## src/tsh_pkg.sv

```systemverilog
// Constants and types for the thermometer bus controller.
// Assumes a 200 MHz core clock; all bus timing is derived from it.
package tsh_pkg;

	// Core clock and bus clock timing
	localparam int CORE_PERIOD_NS = 5;
	localparam int SCL_PERIOD_NS = 10000;
	localparam int QTR_CYC = SCL_PERIOD_NS / (4 * CORE_PERIOD_NS);

	// Fixed upper address bits and command codes
	localparam logic [3:0] DEV_ADDR_HI = 4'h9;
	localparam logic [7:0] SOFT_RESET_CMD = 8'h54;
	localparam logic [5:0] PTR_PAD = 6'h00;

	// Register selects carried in the two low pointer bits
	localparam logic [1:0] PTR_TEMP = 2'h0;
	localparam logic [1:0] PTR_CFG = 2'h1;
	localparam logic [1:0] PTR_HYST = 2'h2;
	localparam logic [1:0] PTR_OVT = 2'h3;

	// Bit slot holding the acknowledge
	localparam logic [3:0] ACK_SLOT = 4'h8;

	// Quarter phases of one bus clock period
	localparam logic [1:0] Q_SETUP = 2'h0;
	localparam logic [1:0] Q_RISE = 2'h1;
	localparam logic [1:0] Q_SAMPLE = 2'h2;
	localparam logic [1:0] Q_FALL = 2'h3;

	typedef enum logic [1:0] {OP_WRITE, OP_READ_CUR, OP_READ_PTR, OP_SOFT_RESET} tsh_op_e;
	typedef enum logic [2:0] {ROLE_ADDR_W, ROLE_PTR, ROLE_DATA, ROLE_CMD, ROLE_ADDR_R} tsh_role_e;
	typedef enum logic [2:0] {ST_IDLE, ST_START, ST_TX, ST_RX, ST_STOP, ST_DONE} tsh_state_e;

endpackage : tsh_pkg

```

## src/tsh_sync2.sv

```systemverilog
// Two-stage synchroniser for one level.
// Assumes an active-low asynchronous reset in the destination domain.
`timescale 1ns/1ps
module tsh_sync2 #(
	parameter logic RST_VAL = 1'b0
) (
	input wire logic clk,
	input wire logic arst_n,
	input wire logic d,
	output logic q
);
	logic stage1;

	always_ff @(posedge clk or negedge arst_n)
	begin
		if (!arst_n)
		begin
			stage1 <= RST_VAL;
			q <= RST_VAL;
		end
		else
		begin
			stage1 <= d;
			q <= stage1;
		end
	end
endmodule : tsh_sync2

```

## src/tsh_host.sv

```systemverilog
// Bus controller that drives the thermometer's two-wire target port.
// Assumes open-drain pads outside: an enable pulls the wire low, release lets it float high.
`timescale 1ns/1ps
module tsh_host
	import tsh_pkg::*;
#(
	parameter int QTR = QTR_CYC
) (
	// Clock and reset
	input wire logic CORE_CLK,
	input wire logic RESET_N,
	// Command
	input wire logic CMD_VALID,
	output logic CMD_READY,
	input wire logic [1:0] CMD_OP,
	input wire logic [1:0] CMD_PTR,
	input wire logic CMD_LEN2,
	input wire logic [15:0] CMD_WDATA,
	input wire logic [2:0] ADDR_SEL,
	// Response
	output logic RSP_VALID,
	output logic RSP_NACK,
	output logic [15:0] RSP_RDATA,
	output logic [1:0] PTR_CUR,
	// Bus pins
	output logic SCL_O,
	output logic SCL_OE,
	input wire logic SDA_I,
	output logic SDA_O,
	output logic SDA_OE
);
	logic rst_n;
	logic sda_s;
	tsh_state_e state, next_state;
	tsh_op_e op, next_op;
	tsh_role_e role, next_role;
	logic [15:0] div, next_div;
	logic [1:0] qtr, next_qtr;
	logic [3:0] bitn, next_bitn;
	logic [7:0] shreg, next_shreg;
	logic [6:0] addr, next_addr;
	logic [1:0] ptr, next_ptr;
	logic [1:0] ptr_cur, next_ptr_cur;
	logic [15:0] wdata, next_wdata;
	logic [15:0] rdata, next_rdata;
	logic [1:0] left, next_left;
	logic len2, next_len2;
	logic rd_phase, next_rd_phase;
	logic ack_n, next_ack_n;
	logic nack, next_nack;
	logic scl_low, next_scl_low;
	logic sda_low, next_sda_low;
	// Run length of the bus clock held low, for the hold-limit bound
	logic [15:0] scl_low_cnt, next_scl_low_cnt;
	logic tick;

	tsh_sync2 #(.RST_VAL(1'b0)) u_rst_sync (
		.clk(CORE_CLK),
		.arst_n(RESET_N),
		.d(1'b1),
		.q(rst_n)
	);

	// Pin input crosses in from the wire before any logic looks at it
	tsh_sync2 #(.RST_VAL(1'b1)) u_sda_sync (
		.clk(CORE_CLK),
		.arst_n(RESET_N),
		.d(SDA_I),
		.q(sda_s)
	);

	assign tick = (div == 16'(QTR - 1));
	assign CMD_READY = (state == ST_IDLE);
	assign RSP_VALID = (state == ST_DONE);
	assign RSP_NACK = nack;
	assign RSP_RDATA = rdata;
	assign PTR_CUR = ptr_cur;
	assign SCL_O = 1'b0;
	assign SCL_OE = scl_low;
	assign SDA_O = 1'b0;
	assign SDA_OE = sda_low;

	always_comb
	begin
		next_state = state;
		next_op = op;
		next_role = role;
		{next_qtr, next_bitn, next_shreg, next_addr} = {qtr, bitn, shreg, addr};
		{next_ptr, next_ptr_cur, next_wdata, next_rdata} = {ptr, ptr_cur, wdata, rdata};
		{next_left, next_len2, next_rd_phase, next_ack_n} = {left, len2, rd_phase, ack_n};
		{next_nack, next_scl_low, next_sda_low} = {nack, scl_low, sda_low};
		// A long clock-low stretch could let the target's data hold trip, so it is watched
		next_scl_low_cnt = scl_low ? scl_low_cnt + 16'h0001 : 16'h0000;
		// Divider makes the bus clock; quarters give clean setup and hold around edges
		next_div = (state == ST_IDLE || state == ST_DONE || tick) ? 16'h0000 : div + 16'h0001;
		if (tick)
			next_qtr = qtr + 2'h1;
		case (state)
			ST_IDLE:
			begin
				next_qtr = Q_SETUP;
				if (CMD_VALID)
				begin
					next_op = tsh_op_e'(CMD_OP);
					next_ptr = CMD_PTR;
					next_len2 = CMD_LEN2;
					next_wdata = CMD_WDATA;
					next_addr = {DEV_ADDR_HI, ADDR_SEL};
					next_rd_phase = (tsh_op_e'(CMD_OP) == OP_READ_CUR);
					next_left = CMD_LEN2 ? 2'h2 : 2'h1;
					next_nack = 1'b0;
					next_rdata = 16'h0000;
					next_state = ST_START;
				end
			end
			ST_START:
			begin
				// Also serves the repeated start, entered with the clock low
				if (tick)
				begin
					case (qtr)
						Q_SETUP: {next_scl_low, next_sda_low} = 2'h2;
						Q_RISE: next_scl_low = 1'b0;
						Q_SAMPLE: next_sda_low = 1'b1;
						default:
						begin
							next_scl_low = 1'b1;
							next_shreg = {addr, rd_phase};
							next_role = rd_phase ? ROLE_ADDR_R : ROLE_ADDR_W;
							next_bitn = 4'h0;
							next_state = ST_TX;
						end
					endcase
				end
			end
			ST_TX, ST_RX:
			begin
				if (tick)
				begin
					case (qtr)
						Q_SETUP:
						begin
							if (bitn < ACK_SLOT)
								next_sda_low = (state == ST_TX) ? ~shreg[7] : 1'b0;
							else
								next_sda_low = (state == ST_RX) && (left != 2'h1);
						end
						Q_RISE: next_scl_low = 1'b0;
						Q_SAMPLE:
						begin
							if (bitn < ACK_SLOT && state == ST_RX)
								next_shreg = {shreg[6:0], sda_s};
							if (bitn == ACK_SLOT && state == ST_TX)
								next_ack_n = sda_s;
						end
						default:
						begin
							next_scl_low = 1'b1;
							next_bitn = 4'h0;
							if (bitn < ACK_SLOT)
							begin
								next_bitn = bitn + 4'h1;
								if (state == ST_TX)
									next_shreg = {shreg[6:0], 1'b0};
							end
							else if (state == ST_RX)
							begin
								next_left = left - 2'h1;
								if (!len2 || left == 2'h2)
									next_rdata = {shreg, 8'h00};
								else
									next_rdata = {rdata[15:8], shreg};
								if (left == 2'h1)
									next_state = ST_STOP;
							end
							else if (role == ROLE_CMD)
							begin
								// No acknowledge is expected for this byte
								next_ptr_cur = PTR_TEMP;
								next_state = ST_STOP;
							end
							else if (ack_n)
							begin
								next_nack = 1'b1;
								next_state = ST_STOP;
							end
							else
							begin
								case (role)
									ROLE_ADDR_W:
									begin
										if (op == OP_SOFT_RESET)
										begin
											next_shreg = SOFT_RESET_CMD;
											next_role = ROLE_CMD;
										end
										else
										begin
											next_shreg = {PTR_PAD, ptr};
											next_role = ROLE_PTR;
										end
									end
									ROLE_PTR:
									begin
										next_ptr_cur = ptr;
										if (op == OP_WRITE)
										begin
											next_shreg = wdata[15:8];
											next_role = ROLE_DATA;
										end
										else
										begin
											next_rd_phase = 1'b1;
											next_state = ST_START;
										end
									end
									ROLE_DATA:
									begin
										next_left = left - 2'h1;
										next_shreg = wdata[7:0];
										if (left == 2'h1)
											next_state = ST_STOP;
									end
									ROLE_ADDR_R: next_state = ST_RX;
									default: next_state = ST_STOP;
								endcase
							end
						end
					endcase
				end
			end
			ST_STOP:
			begin
				if (tick)
				begin
					case (qtr)
						Q_SETUP: {next_scl_low, next_sda_low} = 2'h3;
						Q_RISE: next_scl_low = 1'b0;
						Q_SAMPLE: next_sda_low = 1'b0;
						default: next_state = ST_DONE;
					endcase
				end
			end
			ST_DONE: next_state = ST_IDLE;
			default: next_state = ST_IDLE;
		endcase
	end

	always_ff @(posedge CORE_CLK or negedge rst_n)
	begin
		if (!rst_n)
		begin
			state <= ST_IDLE;
			op <= OP_WRITE;
			role <= ROLE_ADDR_W;
			{div, qtr, bitn, shreg, addr} <= {16'h0000, Q_SETUP, 4'h0, 8'h00, 7'h00};
			{ptr, ptr_cur, wdata, rdata} <= {PTR_TEMP, PTR_TEMP, 16'h0000, 16'h0000};
			{left, len2, rd_phase, ack_n} <= {2'h0, 1'b0, 1'b0, 1'b1};
			{nack, scl_low, sda_low, scl_low_cnt} <= {1'b0, 1'b0, 1'b0, 16'h0000};
		end
		else
		begin
			state <= next_state;
			op <= next_op;
			role <= next_role;
			{div, qtr, bitn, shreg, addr} <= {next_div, next_qtr, next_bitn, next_shreg, next_addr};
			{ptr, ptr_cur, wdata, rdata} <= {next_ptr, next_ptr_cur, next_wdata, next_rdata};
			{left, len2, rd_phase, ack_n} <= {next_left, next_len2, next_rd_phase, next_ack_n};
			{nack, scl_low, sda_low} <= {next_nack, next_scl_low, next_sda_low};
			scl_low_cnt <= next_scl_low_cnt;
		end
	end
endmodule : tsh_host

```

## config.mk

```make
export PLATFORM = sky130hd
export DESIGN_NAME = tsh_host
export DESIGN_NICKNAME = d
export VERILOG_FILES = /design/src/tsh_pkg.sv /design/src/tsh_sync2.sv /design/src/tsh_host.sv
export SDC_FILE = /design/constraint.sdc
export NUM_CORES = 1
export LEC_CHECK = 0
export BUFFER_PORTS_ARGS = -buffer_cell sky130_fd_sc_hd__buf_2
export CAP_MARGIN = 20
export CORE_AREA = 2 2 107 109
export DETAILED_ROUTE_END_ITERATION = 16
export DIE_AREA = 0 0 109 111
export PLACE_DENSITY = 0.65
export SKIP_LAST_GASP = 1
export SYNTH_ARGS = -nofsm -noshare
export SYNTH_HDL_FRONTEND = slang
export SYNTH_SLANG_ARGS = --single-unit
```

## constraint.sdc

```tcl
create_clock -name CORE_CLK -period 2.75 [get_ports CORE_CLK]
set_input_delay 0.275 -clock CORE_CLK [delete_from_list [all_inputs] [get_ports CORE_CLK]]
set_output_delay 0.275 -clock CORE_CLK [all_outputs]
set_load 0.005 [all_outputs]
```

==> out/summary.md, run 1 <==
The worst setup path is captured at a flop. The path with the worst hold slack has its endpoint at u_sda_sync.stage1. The worst hold path belongs to the class input port to flop.

The share of total power dissipated in combinational logic is 1.9%. The synthesized design contains 90 register bits. Cells with a size suffix above 1 make up 25.19% of the layout. The clock network fraction of design power was 46.9%; the count of maximum capacitance violations was 0. Summed over all instances, the cell type with the most area after synthesis is dfrtp_1. The design draws 2.606 mW. The first global-routing pass estimated 17,660 um of wire.

For this design the static power due to leakage is 2.519 nW. The tools report the number of detailed-routing iterations run before antenna repair as 4. The worst flop-to-flop path startpoint is role[0]. After synthesis, flip-flops and latches occupy 46.63% of the total area.

The tools report the nature of the critical path startpoint as a flop. The worst register-to-register path has a setup slack of 0.46 ns. The tools report the number of global-route vias before repair as 3,546.

For this run, the post-layout net count is 556. The average instance area after synthesis is 10.19 um^2. The count of input and output buffers came out at 50. The clock passes through at most 2 buffers.

Counting flops with a built-in enable in the synthesized netlist gives 0. The critical path is of the flop to flop type. The worst supply voltage drop on vdd was 0.0003015 V.

The proportion of synthesized flip-flops having asynchronous set or reset was 100.0%. The total die area is 0.01210 mm^2. STA puts the critical path data arrival time at 2.53 ns.

TritonCTS built the clock tree. After detailed routing, the total wire length is 10,560 um. The proportion of total power due to net switching works out to 22.41%. The tools report the weighted congestion at the end of routability-driven global placement as 0.9028.

The clock arrives with 0.01103 ns of skew. Measured against its own limit, the worst slew margin works out to 59.34%. The initialized floorplan defines 39 standard-cell rows.

The share of the clock period used by the worst path was 83.11%; the power dissipated by switching net loads was 0.5839 mW. The clock reaches the later pin of the worst-skew pair after 0.36 ns. The final standard cell utilization of the core was 49.90%. For the storage element area, the log shows 0.002260 mm^2. The logs give 997 for the fill cell instance count of the final layout and 3,592 for the total number of vias.

After detailed routing, the average wire length per cell comes to 15.83 um. The unique cell type count in the Yosys netlist was 71; the final number of max-transition violations was 0. For the total number of H-tree levels, the log shows 3. Counting tap cells, the placed design contains a total of 649 instances.

The count of non-filler cells in the finished layout was 667; the clock input transition at the sequential cells of the worst setup and hold paths was 0.07 ns. Setup violations remaining at the end of the flow were counted as 0. The clock sink count is 90, and the count of inserted antenna diode cells is 0.

The most used flip-flop cell after synthesis is dfrtp_1. Using the TritonRoute via totals, the vias-per-cell ratio works out to 5.385. After global routing the overflow that remains totals 0.

Maximum number of pins on one net before global-route repair: 87. For the number of DRC violations after detailed-routing iteration 0, the log shows 282. Of all nets on the critical path, the largest fanout is 13.

The count of cells along the worst register-to-register path was 5. From synthesis to final layout, the design area changed by 14.25%. The tools report the number of antenna violations at the first check in global routing as 0. Setup repair after global routing left no endpoint under its margin.

Of the total power, registers draw 51.2%. The overall track demand over capacity in global routing is 18.94%. By area the synthesized netlist is led by dfrtp_1 45%, mux2_2 7.0%, nand2_1 3.6%. In the layout the commonest cells are 86 x dfrtp_1, 50 x buf_2, 47 x nand2_1, 35 x nor2_1. The total DRC errors in the routed layout was 0; the count of instances resized after the clock tree is built was 0. For the pin with the worst max-slew slack, the measured transition is 0.6086 ns. The leading cell type in the layout, fill and taps excluded is dfrtp_1.

In this run the horizontal extent of the chip is 109 um. Timing would allow up to 0.4375 GHz. The worst reg2reg path endpoint is shreg[5]. The tools report the final hold violation count as 0.

In the final layout, the multi-input gates occupy 0.002327 mm^2. The cell internal power dissipation was 2.022 mW. The beginning of the worst hold path was SDA_I. The number of top-level pins came out at 53.

The share of the synthesized area in the top cell type was 45.00%; the final-layout setup total negative slack was 0 ns. The core area came out at 0.01108 mm^2. The total power per unit cell area was 471.5 mW/mm^2.

The flow ran to the end, and the final reports show no timing, DRC or antenna violations. The minimum hold slack is 0.01661 ns, and the instance count along the most critical hold path is 1. For the finished layout, the period the worst path requires is 2.286 ns. The number of synthesis warnings is 0.

The tree is rooted in a clkbuf_16. The post-synthesis cell area was 0.004838 mm^2; the post-synthesis cell count was 475. The detailed placer's ending HPWL came out at 7459 um. The data required time of the critical path was 2.99 ns; the number of CTS-inserted buffers was 9. The tools report the final antenna-violating net count as 0. From bottom edge to top edge, the die measures 111 um. The initial utilization of the core area, before any placement, comes to 43.68%.
## stage by stage
step                      instance area, um^2  setup slack, ns
final                                    5528           0.4644
after global placement                   5192           0.5461
after global routing                     5528           0.1903
after CTS                                5500           0.4769
after floorplan                          4842           0.1192
after detailed placement                 5192           0.4848
## area by class of cell
type,count,area share [%]
inverters,25,1.698
flip-flops and latches,90,40.88
clock buffers,11,4.572
clock inverters,5,0.8148
multi-input cells,330,42.10
repair buffers,63,6.700
well taps,143,3.237
## power groups by stage
stage	Combinational (mW)	Sequential [mW]	Clock [mW]
2_1_floorplan	0.00374	1.37	0
3_3_place_gp	0.0241	1.38	0
3_5_place_dp	0.0243	1.38	0
4_1_cts	0.0255	1.35	1.26
5_1_grt	0.0569	1.33	1.32
6_report	0.0488	1.33	1.22
## state kept, by name (all words and copies together), names as in the netlist, 2 cells and up
name       cells
RSP_RDATA     16
div           16
wdata         16
shreg          8
addr           4
bitn           4
role           3
state          3
PTR_CUR        2
left           2
op             2
ptr            2
qtr            2
## cell usage after synthesis (8+ instances only)
master	count
dfrtp_1	87
nand2_1	47
nor2_1	35
mux2_2	30
o21ai_0	30
inv_1	25
a21oi_1	20
nand3_1	12
buf_2	11
clkbuf_1	11
o2bb2ai_1	10
xor2_1	10
ha_1	9
nand2b_1	8
## critical path, stage by stage (launching register included)
cell      delay, ns
dfrtp_1        0.57
nor2b_1        0.52
nor4bb_1       0.36
o31ai_1        0.16
nand3_4        0.21
mux2_2         0.35
## worst max path at each step
stage | start | endpoint | slack (ns) | cells past startpoint
floorplan | u_rst_sync.q | PTR_CUR[0] | 0.12 | 0
global placement | role[0] | shreg[3] | 0.55 | 5
detailed placement | role[0] | shreg[5] | 0.48 | 5
CTS | role[0] | shreg[5] | 0.48 | 5
global route | role[0] | shreg[3] | 0.19 | 5
finish | role[0] | shreg[5] | 0.46 | 5
## cell families after synthesis
| family | after synthesis | synth area share, % |
|---|---|---|
| fa+ha+maj | 9 | 2.327 |
| simple gates | 154 | 18.34 |
| mux | 39 | 9.103 |
| xor+xnor | 16 | 2.896 |
| other cells | 2 | 0.1552 |
| compound gates | 109 | 15.21 |
| flops | 90 | 46.63 |
| buf+inv | 56 | 5.353 |
## per-layer routing
layer | up-vias | GRT usage (%) | share of wire [%] | wire length [um]
met5 | - | 0 | 0 | 0
met4 | 0 | 7.778 | 2.1 | 227
met3 | 15 | 4.527 | 4.0 | 424
met2 | 66 | 28.41 | 47 | 4919
li1 | 1748 | - | - | -
met1 | 1763 | 26.13 | 47 | 4990
## repair_timing
| item | CTS | global route |
|---|---|---|
| hold buffers | 1 | 0 |
| endpoints found under the hold margin | 4 | 0 |
| endpoints found under the setup margin | 0 | 0 |
| setup buffers | 0 | 0 |
Power figures use the tool's default switching activity.
==> inputs of run 2 (changes only) <==
Settings changed: PLACE_DENSITY 0.65 to not set.
Clock period 2.75 ns to 2.2 ns, I/O delays scaled along.
==> run 2 against run 1 <==
  * Utilization increased by 2.2 points
  * Clock skew is 0.0026 ns lower
  * Register-to-register slack got worse by 0.35 ns
  * Sequential power rose by 26%
  * Clock power is 48% higher
  * Maximum frequency grew 9.6%
  * Total power grew 35%
  * Critical path type unchanged
  * Cell area grew 4.5%
  * Sequential share of layout area is 1.7 points lower
  * Combinational power increased by 6.1%
  * Via count is 2.7% higher
  * Hold slack better by 0.085 ns
==> out/summary.md, run 2 (synthesis gave the netlist of run 1 again) <==
The tools report the total DRC errors in the routed layout as 0 (unchanged). Die span in x: 109 um (unchanged). The detailed-route vias per instance was 5.376 (-0.17%). The overall track demand over capacity in global routing is 19.19% (+0.25 points).

The run gives 2.43 ns (-0.56 ns) as the data required time of the critical path. The global-route wire length before repair is 18,040 um (+2.1%). The logs give 0.01108 mm^2 (unchanged) for the core area and 52.49% (-6.9 points) for the normalized max-slew margin.

The count of input and output buffers is 50 (unchanged), and the count of maximum capacitance violations is 0 (unchanged). The final hold violation count is 0 (unchanged). The flow ran to the end, and the final reports show no timing, DRC or antenna violations.

For the weighted congestion at the end of routability-driven global placement, the log shows 0.8970 (-0.64%). For the detailed-route wire length, the log shows 11,030 um (+4.4%). The total power per unit cell area was 611.4 mW/mm^2 (+30%).

Cell at the root of the clock tree: clkbuf_16. The number of top-level pins was 53 (unchanged); the upper clock frequency limit was 0.4794 GHz (+9.6%). The final antenna-violating net count was 0 (unchanged); the total number of vias was 3,688 (+2.7%).

The fraction of final layout cells with drive strength greater than 1 came out at 28.73% (+3.5 points). The worst-margin pin slew came out at 0.7112 ns (+0.1026 ns). The static leakage power came out at 2.647 nW (+5.1%). In this run the worst hold path is classified as input port to flop. The final period demand of the worst path was 2.086 ns (-0.1999 ns); the fill cell instance count of the final layout was 1,011 (+1.4%). The logs give 0.005385 mm^2 (+3.7%) for the area of placed instances and 3,574 (+0.79%) for the number of global-route vias before repair. Setup repair after global routing left no endpoint under its margin. The remaining global-route overflow came out at 0 (unchanged). The worst setup path is launched from a flop. Clock input transition at the sequential cells of the worst setup and hold paths: 0.07 ns (about the same).

The count of non-filler cells in the finished layout is 686 (+2.8%), and the final number of setup-violating endpoints is 0 (unchanged). The top cell types in the final layout, fill and taps aside, are 84 x dfrtp_1, 50 x buf_2, 47 x nand2_1, 34 x nor2_1. The logs give 273 (-3.2%) for the number of DRC violations after detailed-routing iteration 0 and 4 (unchanged) for the number of detailed-routing iterations run before antenna repair.

Number of CTS-inserted buffers: 9 (unchanged). The logs give -0.005448 ns (-0.4903 ns) for the placement-stage worst setup slack and 50 (-43%) for the maximum number of pins on one net before global-route repair. The tools report the worst-case clock buffer depth as 2 (unchanged). The clock skew after layout came out at 0.008425 ns (-0.002602 ns).

The run gives 2.31 ns (-0.22 ns) as the data arrival at the endpoint of the critical path. The peak fanout along the critical path works out to 4 (-9). Clock sink count: 90 (unchanged).

The average wire per standard cell was 16.07 um (+1.5%); the effective utilization at floorplan was 43.68% (unchanged). The run gives 575 (+3.4%) as the post-layout net count. TritonCTS built the clock tree.

The total die area is 0.01210 mm^2 (unchanged), and the post-route standard cell area excluding fillers is 0.005776 mm^2 (+4.5%). The worst supply voltage drop on vdd was 0.0004545 V (+51%). The slowest stage of the critical path belongs to the cell a221o_1. The minimum hold slack came out at 0.1011 ns (+0.08451 ns). The library cell used most frequently in the layout, excluding fill and tap cells, is dfrtp_1. The run gives 0 (unchanged) as the count of inserted antenna diode cells.

The signal on the critical path passes through ha_1, nor4b_4, nand4_4, a221o_1, a21oi_2, mux2_1. The detailed placer's ending HPWL came out at 8051 um (+7.9%). Relative to the synthesized area, the layout overhead comes to 19.37%.

Placed instance count: 668 (+2.9%). The final worst setup slack is 0.1143 ns (-0.3501 ns), and the final number of max-transition violations is 0 (unchanged). The share of the clock period used by the worst path is 94.81% (+12 points).

Total number of H-tree levels: 3 (unchanged). The worst setup path is of the flop to flop kind. STA classifies the critical path endpoint as a flop.

The tools report the row count as 39 (unchanged). The number of antenna violations at the first check in global routing was 0 (unchanged); the longest individual stage delay on the worst path was 0.43 ns (-0.14 ns). The run gives 0.35 ns (about the same) as the clock latency on the worst-skew pair. The die extent in y was 111 um (unchanged).

The tools report the final standard cell utilization of the core as 52.14% (+2.2 points).
## run 2: worst paths after layout
| kind | start | to | slack, ns | depth (start not counted) |
|---|---|---|---|---|
| hold / removal | CMD_WDATA[7] | wdata[7] | 0.10 | 2 |
| setup reg to reg | div[0] | rd_phase | 0.11 | 6 |
| min in group asynchronous | RESET_N | u_rst_sync.q | 0.20 | 2 |
| max in group asynchronous | u_rst_sync.q | left[0] | 1.24 | 1 |
| hold reg to reg | u_rst_sync.q | ptr[0] | 0.31 | 0 |
| setup / recovery | div[0] | rd_phase | 0.11 | 6 |
## run 2: routing by layer
layer | vias to the layer above | global-route usage (%) | wire (um)
met4 | 0 | 8.291 | 181
met1 | 1810 | 28.29 | 5366
met5 | - | 0 | 0
met2 | 79 | 28.12 | 5070
li1 | 1788 | - | -
met3 | 11 | 2.528 | 408
## run 2: where the power goes
part	internal (mW)	total, mW	switching, mW
clock network	1.12	1.80	0.681
logic	0.0233	0.0518	0.0285
registers	1.66	1.67	0.0149
total	2.81	3.53	0.724
## run 2: area by class of cell
type / instances / area (um^2) / area share [%]
clock buffers: 9 / 225.2 / 3.899
flip-flops and latches: 90 / 2262 / 39.17
multi-input cells: 330 / 2346 / 40.62
repair buffers: 82 / 545.5 / 9.445
inverters: 25 / 93.84 / 1.625
clock inverters: 7 / 123.9 / 2.145
well taps: 143 / 178.9 / 3.098
## run 2: worst max-delay path, delay by kind of cell (launching register included)
| kind | cells | cell delay, ns |
|---|---|---|
| compound gates | 2 | 0.57 |
| fa+ha+maj | 1 | 0.22 |
| mux | 1 | 0.33 |
| flops | 1 | 0.40 |
| simple gates | 2 | 0.46 |
## run 2: per-stage QoR
stage	setup TNS, ns	total power [mW]
global route	0	3.650
CTS	0	3.569
global placement	0	1.757
floorplan	0	1.719
detailed placement	-0.005448	1.759
finish	0	3.531
## run 2: repair_timing
| action | 4_1_cts | 5_1_grt |
|---|---|---|
| endpoints found under the setup margin | 1 | 15 |
| endpoints found under the hold margin | 5 | 0 |
| pin swaps | 0 | 0 |
| resized for setup | 1 | 7 |
| hold buffers | 2 | 0 |
| setup buffers | 0 | 0 |
